--- config.mk ---
export PLATFORM = sky130hd
export DESIGN_NAME = dioc_top
export DESIGN_NICKNAME = d
export VERILOG_FILES = /design/src/rtl/dioc_pkg.sv /design/src/rtl/dioc_filt_if.sv /design/src/rtl/dioc_filter.sv /design/src/rtl/dioc_top.sv
export SDC_FILE = /design/constraint.sdc
export NUM_CORES = 1
export LEC_CHECK = 0
export CAP_MARGIN = 10
export CORE_AREA = 2 2 186 188
export DETAILED_ROUTE_END_ITERATION = 10
export DIE_AREA = 0 0 188 190
export DONT_BUFFER_PORTS = 1
export GPL_TIMING_DRIVEN = 0
export PLACE_DENSITY_LB_ADDON = 0.12
export SETUP_SLACK_MARGIN = 0.5
export SLEW_MARGIN = 20
export SYNTH_ARGS = -nofsm -noshare
export SYNTH_HDL_FRONTEND = slang
export SYNTH_SLANG_ARGS = --single-unit
--- constraint.sdc ---
create_clock -name sys_clk -period 2.8 [get_ports sys_clk]
set_input_delay 0.56 -clock sys_clk [delete_from_list [all_inputs] [get_ports sys_clk]]
set_output_delay 0.56 -clock sys_clk [all_outputs]
set_load 0.01 [all_outputs]
--- src/rtl/dioc_pkg.sv ---
// Summary of operation
// - Control bit 0 clear: output bit 7 reads collective error; set: output 8 read-back.
// - Control bit 1 clear: fault switches off its own output; set: all outputs off.
// - Control bits 3:2 pick the output error filter interval from the four settings.
// - Control register resets to 1: read-back on bit 7, single shutdown, longest filter.
// - Low input filter register: two bits per input 1..4, input 1 at bits 1:0.
// - High input filter register: two bits per input 5..8, input 5 at bits 1:0.
// - Filter code 00 1.5-2.0 ms, 01 0.4-0.5 ms, 10 about 0.1 ms, 11 0.02 ms.
// - Output drive register bit set energises that output; output 1 at bit 0.
// - Collective error bit 7 stays set until software writes any value to it.
package dioc_pkg;
  localparam int ADDR_W = 12;
  localparam int DATA_W = 32;
  localparam int CNT_W = 15;
  localparam int NUM_CH = 17;
  localparam int FAULT_BASE = 8;
  localparam int SENSE_CH = 16;

  // Register indices; byte address is four times the index
  localparam logic [7:0] IDX_INPUT_STATE = 8'h64;
  localparam logic [7:0] IDX_OUTPUT_DRIVE = 8'h65;
  localparam logic [7:0] IDX_OUTPUT_ERROR = 8'h66;
  localparam logic [7:0] IDX_IO_CONTROL = 8'h67;
  localparam logic [7:0] IDX_INPUT_FILTER_LOW = 8'h68;
  localparam logic [7:0] IDX_INPUT_FILTER_HIGH = 8'h69;

  localparam logic [7:0] CTRL_RESET = 8'h01;
  localparam logic [7:0] CTRL_MASK = 8'h0F;
  localparam logic [7:0] FILT_RESET = 8'h00;
  localparam logic [7:0] ERR_MASK = 8'h80;
  localparam int CTRL_BIT7_SEL = 0;
  localparam int CTRL_ALL_OFF = 1;
  localparam int CTRL_ERR_FILT = 2;
  localparam int ERR_BIT = 7;
  localparam int SENSE_BIT = 7;
  localparam logic [1:0] SEL_FASTEST = 2'h3;

  // Interval lower bounds in ns; counts round up to whole clocks
  localparam int CLK_NS = 50;
  localparam int T_SLOW_NS = 1500000;
  localparam int T_MID_NS = 400000;
  localparam int T_SHORT_NS = 100000;
  localparam int T_FAST_NS = 20000;
  localparam int SLOW_CYC = (T_SLOW_NS + CLK_NS - 1) / CLK_NS;
  localparam int MID_CYC = (T_MID_NS + CLK_NS - 1) / CLK_NS;
  localparam logic [CNT_W-1:0] SHORT_CYC = CNT_W'((T_SHORT_NS + CLK_NS - 1) / CLK_NS);
  localparam logic [CNT_W-1:0] FAST_CYC = CNT_W'((T_FAST_NS + CLK_NS - 1) / CLK_NS);

  function automatic logic [CNT_W-1:0] dioc_limit(input logic [1:0] sel,
                                                  input logic [CNT_W-1:0] slow,
                                                  input logic [CNT_W-1:0] mid);
    logic [CNT_W-1:0] r;
    case (sel)
      2'h0: r = slow;
      2'h1: r = mid;
      2'h2: r = SHORT_CYC;
      default: r = FAST_CYC;
    endcase
    return r;
  endfunction
endpackage

--- src/rtl/dioc_filt_if.sv ---
interface dioc_filt_if;
  logic raw;
  logic [dioc_pkg::CNT_W-1:0] limit;
  logic level;
  modport filt (input raw, input limit, output level);
  modport ctrl (output raw, output limit, input level);
endinterface

--- src/rtl/dioc_filter.sv ---
module dioc_filter (
  // Clock and reset
  input wire logic sys_clk,
  input wire logic nrst,
  // Channel
  dioc_filt_if.filt fi
);
  logic [2:0] sync_reg;
  logic [dioc_pkg::CNT_W-1:0] cnt_reg;
  logic level_reg;
  logic stable;
  logic differ;
  logic done;

  assign stable = sync_reg[1] == sync_reg[2];
  assign differ = sync_reg[2] != level_reg;
  assign done = cnt_reg == fi.limit - dioc_pkg::CNT_W'(1);

  // Pin crosses three flops; only the second and third are compared
  always_ff @(posedge sys_clk or negedge nrst) begin
    if (!nrst) begin
      sync_reg <= 3'h0;
    end else begin
      sync_reg <= {sync_reg[1:0], fi.raw};
    end
  end

  // Any bounce restarts the count, so the new level must hold the full interval
  always_ff @(posedge sys_clk or negedge nrst) begin
    if (!nrst) begin
      cnt_reg <= '0;
    end else if (!(stable && differ) || done) begin
      cnt_reg <= '0;
    end else begin
      cnt_reg <= cnt_reg + dioc_pkg::CNT_W'(1);
    end
  end

  always_ff @(posedge sys_clk or negedge nrst) begin
    if (!nrst) begin
      level_reg <= 1'b0;
    end else if (stable && differ && done) begin
      level_reg <= sync_reg[2];
    end
  end

  assign fi.level = level_reg;
endmodule

--- src/rtl/dioc_top.sv ---
module dioc_top #(
  parameter int unsigned SLOW_CYC = dioc_pkg::SLOW_CYC,
  parameter int unsigned MID_CYC = dioc_pkg::MID_CYC
) (
  // Clock and reset
  input wire logic sys_clk,
  input wire logic nrst,
  // APB slave
  input wire logic psel,
  input wire logic penable,
  input wire logic pwrite,
  input wire logic [dioc_pkg::ADDR_W-1:0] paddr,
  input wire logic [dioc_pkg::DATA_W-1:0] pwdata,
  output logic [dioc_pkg::DATA_W-1:0] prdata,
  output logic pready,
  output logic pslverr,
  // Field pins
  input wire logic [7:0] din,
  input wire logic [7:0] out_fault,
  input wire logic out8_sense,
  output logic [7:0] dout
);
  localparam logic [dioc_pkg::CNT_W-1:0] SLOW_LIM = dioc_pkg::CNT_W'(SLOW_CYC);
  localparam logic [dioc_pkg::CNT_W-1:0] MID_LIM = dioc_pkg::CNT_W'(MID_CYC);

  logic [7:0] ctrl_reg;
  logic [7:0] filt_lo_reg;
  logic [7:0] filt_hi_reg;
  logic [7:0] drive_reg;
  logic [7:0] drive_next;
  logic [7:0] off_reg;
  logic [7:0] off_next;
  logic err_reg;
  logic [7:0] dout_reg;
  logic [dioc_pkg::DATA_W-1:0] prdata_reg;
  logic pready_reg;
  logic pslverr_reg;
  logic [dioc_pkg::NUM_CH-1:0] lvl;
  logic [7:0] in_lvl;
  logic [7:0] fault_lvl;
  logic coll_err;
  logic sense_lvl;
  logic setup;
  logic wr_acc;
  logic hit;
  logic [7:0] idx;
  logic [7:0] rd_val;

  assign in_lvl = lvl[7:0];
  assign fault_lvl = lvl[dioc_pkg::SENSE_CH-1:dioc_pkg::FAULT_BASE];
  assign sense_lvl = lvl[dioc_pkg::SENSE_CH];
  assign coll_err = |fault_lvl;

  // One filter per input, per output fault, and for the output 8 read-back
  for (genvar ch = 0; ch < dioc_pkg::NUM_CH; ch++) begin : g_ch
    dioc_filt_if fif ();
    if (ch < 4) begin : g_lo
      assign fif.raw = din[ch];
      assign fif.limit = dioc_pkg::dioc_limit(filt_lo_reg[2*ch +: 2], SLOW_LIM, MID_LIM);
    end else if (ch < dioc_pkg::FAULT_BASE) begin : g_hi
      assign fif.raw = din[ch];
      assign fif.limit = dioc_pkg::dioc_limit(filt_hi_reg[2*(ch-4) +: 2], SLOW_LIM, MID_LIM);
    end else if (ch < dioc_pkg::SENSE_CH) begin : g_flt
      assign fif.raw = out_fault[ch-dioc_pkg::FAULT_BASE];
      assign fif.limit = dioc_pkg::dioc_limit(
        ctrl_reg[dioc_pkg::CTRL_ERR_FILT +: 2], SLOW_LIM, MID_LIM);
    end else begin : g_sns
      assign fif.raw = out8_sense;
      assign fif.limit = dioc_pkg::dioc_limit(dioc_pkg::SEL_FASTEST, SLOW_LIM, MID_LIM);
    end
    assign lvl[ch] = fif.level;
    dioc_filter u_filt (
      .sys_clk(sys_clk),
      .nrst(nrst),
      .fi(fif.filt)
    );
  end

  // APB decode; zero wait states, so every access phase completes at once
  assign setup = psel && !penable;
  assign wr_acc = psel && penable && pwrite && pready_reg;
  assign idx = paddr[9:2];
  assign hit = (paddr[1:0] == 2'h0) && (paddr[dioc_pkg::ADDR_W-1:10] == 2'h0) &&
               (idx >= dioc_pkg::IDX_INPUT_STATE) && (idx <= dioc_pkg::IDX_INPUT_FILTER_HIGH);

  always_comb begin
    rd_val = 8'h00;
    case (idx)
      dioc_pkg::IDX_INPUT_STATE: rd_val = in_lvl;
      dioc_pkg::IDX_OUTPUT_DRIVE: rd_val = {ctrl_reg[dioc_pkg::CTRL_BIT7_SEL] ? sense_lvl
                                            : coll_err, drive_reg[6:0]};
      dioc_pkg::IDX_OUTPUT_ERROR: rd_val = err_reg ? dioc_pkg::ERR_MASK : 8'h00;
      dioc_pkg::IDX_IO_CONTROL: rd_val = ctrl_reg;
      dioc_pkg::IDX_INPUT_FILTER_LOW: rd_val = filt_lo_reg;
      dioc_pkg::IDX_INPUT_FILTER_HIGH: rd_val = filt_hi_reg;
      default: rd_val = 8'h00;
    endcase
  end

  always_ff @(posedge sys_clk or negedge nrst) begin
    if (!nrst) begin
      prdata_reg <= '0;
      pslverr_reg <= 1'b0;
      pready_reg <= 1'b0;
    end else begin
      pready_reg <= 1'b1;
      if (setup) begin
        prdata_reg <= (hit && !pwrite) ? {24'h000000, rd_val} : '0;
        pslverr_reg <= !hit;
      end
    end
  end

  always_ff @(posedge sys_clk or negedge nrst) begin
    if (!nrst) begin
      ctrl_reg <= dioc_pkg::CTRL_RESET;
      filt_lo_reg <= dioc_pkg::FILT_RESET;
      filt_hi_reg <= dioc_pkg::FILT_RESET;
    end else if (wr_acc && hit) begin
      if (idx == dioc_pkg::IDX_IO_CONTROL) begin
        ctrl_reg <= pwdata[7:0] & dioc_pkg::CTRL_MASK;
      end
      if (idx == dioc_pkg::IDX_INPUT_FILTER_LOW) begin
        filt_lo_reg <= pwdata[7:0];
      end
      if (idx == dioc_pkg::IDX_INPUT_FILTER_HIGH) begin
        filt_hi_reg <= pwdata[7:0];
      end
    end
  end

  // Shutdown latches until software writes the error register; a fault still
  // present then re-latches at once because the set wins
  always_comb begin
    drive_next = drive_reg;
    if (wr_acc && hit && idx == dioc_pkg::IDX_OUTPUT_DRIVE) begin
      drive_next = pwdata[7:0];
    end
    off_next = off_reg;
    if (wr_acc && hit && idx == dioc_pkg::IDX_OUTPUT_ERROR) begin
      off_next = 8'h00;
    end
    if (ctrl_reg[dioc_pkg::CTRL_ALL_OFF] && coll_err) begin
      off_next = 8'hFF;
    end else begin
      off_next = off_next | fault_lvl;
    end
  end

  always_ff @(posedge sys_clk or negedge nrst) begin
    if (!nrst) begin
      drive_reg <= 8'h00;
      off_reg <= 8'h00;
      dout_reg <= 8'h00;
    end else begin
      drive_reg <= drive_next;
      off_reg <= off_next;
      dout_reg <= drive_next & ~off_next;
    end
  end

  // Error flag powers up set, as after any power-on the supply state is unknown
  always_ff @(posedge sys_clk or negedge nrst) begin
    if (!nrst) begin
      err_reg <= 1'b1;
    end else if (coll_err) begin
      err_reg <= 1'b1;
    end else if (wr_acc && hit && idx == dioc_pkg::IDX_OUTPUT_ERROR) begin
      err_reg <= 1'b0;
    end
  end

  assign prdata = prdata_reg;
  assign pready = pready_reg;
  assign pslverr = pslverr_reg;
  assign dout = dout_reg;
endmodule

==> run metrics <==
DR DRC count 0; Worst Path Required 3.18 ns; commonest non-fill, non-tap cell in the layout dfrtp_1; Hold Buf Count CTS 4; number of setup violations in the final report 0; IO Port Bufs 0; unique cell type count in the Yosys netlist 66; register bit total from synthesis 378; starting density of the core 0.560; Site Rows 68; Synth async-reset ratio 1.00; clk root buf clkbuf_16; setup_tns 0 ns; Ports 108; global-route wire length before repair 65000 um; worst rel slew slack 0.372; drt pass-1 iters 5; top_reg_cell synth dfrtp_1; Design Power 11.3 mW; failing checks negative hold slack; hold crit path type in -> async; ANT cells 0; GRT overflow 0; Final Critical Period 2.25 ns; register area share after synthesis 0.498; synth warn 0; RSZ-0062 raised after global routing true; Sink Count 378; fin. max-slew vios 0; largest net degree at the start of global routing 379; syn avg cell area 10.1 um^2; Final Hold Viols 376; Achievable Freq 445 MHz; Final #Nets 2111; Post-Place Cell Area 0.0197 mm^2; EDFF count, synth 0; share of cells above drive strength 1 0.117; Crit. End Element flop; cell area power density 517 mW/mm^2; DR iter-0 viols 654; Worst Path Arrival 2.63 ns; core area 0.0339 mm^2; Tot GR Track Use 0.221; CTS tree yes; vias in the first global route 13000; Worst Path Max Fanout 7; Avg Vias per Cell 5.41; routed len/inst 15.7 um; H-tree levels 2; P&R area growth vs syn 14.9%; die area 0.0357 mm^2; Routed Wire Length 38700 um; routability congestion estimate 0.845; TritonCTS Buffers 41; Final Instance Area 0.0218 mm^2; R2R Setup Slk 0.55 ns; final worst-path cycle share 0.803; die extent in y 190 um; outcome finished, violations left; Worst-path clk slew 0.06 ns; clock latency on the worst-skew pair 0.56 ns; Clock Tree Buf Depth 3; vias after detailed routing 13300; Clock Skews 0.0250 ns; highest-count cells in the layout ignoring fill and taps 367 x dfrtp_1, 317 x nor2_1, 160 x xor2_1; Static Leak 9.75 nW; hold_ws -0.301 ns; crit path launch type flop; Worst-Margin Slew 0.942 ns; max-cap viol count 0; maximum VDD drop 0.461 mV; final antenna-violating net count 0; die width 188 um; max reg flops 255; Mapped Cells 1883; Netlist Area Pre-Place 0.0190 mm^2; initial antenna violation count 0; DP HPWL 25500 um; kind of critical path reg -> reg; # fillers 2683
[critical path, cell delays in order, from the launching register on]
cell and delay [ns]:
dfrtp_1 0.40, nand4_1 0.18, or2_4 0.30, nor4_4 0.32, buf_12 0.18, mux2i_1 0.14
a2111oi_2 0.54
[cells by family after synthesis]
family                   after synthesis  share of synthesized area
AND/OR/NAND/NOR                      789                      0.199
XOR/XNOR                             321                      0.148
adder cells (fa/ha/maj)               64                     0.0422
multiplexers                          41                     0.0229
other                                  2                   0.000395
flip-flops                           378                      0.498
buffers and inverters                135                     0.0328
AO/OA/AOI/OAI                        153                     0.0571
[power breakdown]
part           leakage [nW]  total [mW]  internal, mW  switching (mW)
Clock                 0.682        5.46          3.26            2.20
Combinational          3.96       0.251         0.106           0.145
Sequential             5.11        5.58          5.53          0.0500
[metal layers]
metal	vias up	GRT usage	share of wire	wire length (um)
met4	0	0.0642	0.021	803
met3	56	0.0397	0.043	1650
met2	243	0.360	0.47	18300
met1	6525	0.305	0.46	17900
met5	-	0	0	0
li1	6525	-	-	-
[repair_timing]
item	4_1_cts	5_1_grt
buffers inserted	17	11
pin swaps	15	16
endpoints found under the hold margin	382	376
resized for setup	81	47
setup endpoints to repair	230	214
[synthesized netlist by cell type (all sizes together), types with 4 or more instances]
library cell / instances / area [um^2]
xnor2: 160 / 1400
ha: 64 / 801
a211o: 14 / 123
or3: 21 / 131
o21ai: 62 / 310
o211ai: 5 / 37.5
nor4bb: 4 / 40.0
and3: 65 / 407
nand3: 115 / 576
o2111ai: 4 / 35.0
and4: 15 / 131
a22o: 8 / 70.1
nor3b: 5 / 37.5
nor2b: 7 / 43.8
buf: 41 / 270
and2: 5 / 31.3
nand2b: 10 / 62.6
nor3: 39 / 195
nand2: 110 / 413
inv: 72 / 270
xor2: 161 / 1410
clkbuf: 22 / 82.6
o21bai: 5 / 37.5
or2: 8 / 52.6
dfrtp: 376 / 9410
mux2i: 21 / 210
mux2: 20 / 225
nor2: 318 / 1200
nand4: 36 / 225
o22ai: 10 / 62.6
o22a: 4 / 35.0
nor4: 22 / 153
a21oi: 8 / 40.0
a2111oi: 12 / 155
[final timing paths]
check	from	end	cells past startpoint
max in group asynchronous	nrst	g_ch[5].u_filt.cnt_reg[14]$_DFF_PN0_	0
hold / removal	nrst	g_ch[7].u_filt.cnt_reg[4]$_DFF_PN0_	0
hold reg to reg	g_ch[1].u_filt.sync_reg[0]$_DFF_PN0_	g_ch[1].u_filt.sync_reg[1]$_DFF_PN0_	0
min in group sys_clk	out_fault[0]	g_ch[8].u_filt.sync_reg[0]$_DFF_PN0_	0
setup / recovery	pready$_DFF_PN0_	dout[0]$_DFF_PN0_	6
setup reg to reg	pready$_DFF_PN0_	dout[0]$_DFF_PN0_	6
[layout make-up]
type	instances	area [um^2]	share of cell area
Buffer	63	495	0.0227
Tap cell	455	569	0.0261
Clock inverter	16	141	0.00648
Multi-Input combinational cell	1393	9360	0.429
Clock buffer	60	1240	0.0568
Timing Repair Buffer	32	275	0.0126
Inverter	72	275	0.0126
Sequential cell	378	9470	0.434
[through the flow]
stage / setup WS [ns] / cells / util
after global placement: -0.519 / 2361 / 0.579
after CTS: 0.500 / 2458 / 0.636
after floorplan: 0.508 / 1906 / -
final: 0.553 / 2469 / 0.643
after detailed placement: -0.620 / 2361 / 0.579
after global routing: 0.434 / 2469 / 0.643
(Power assumes the default switching activity.)
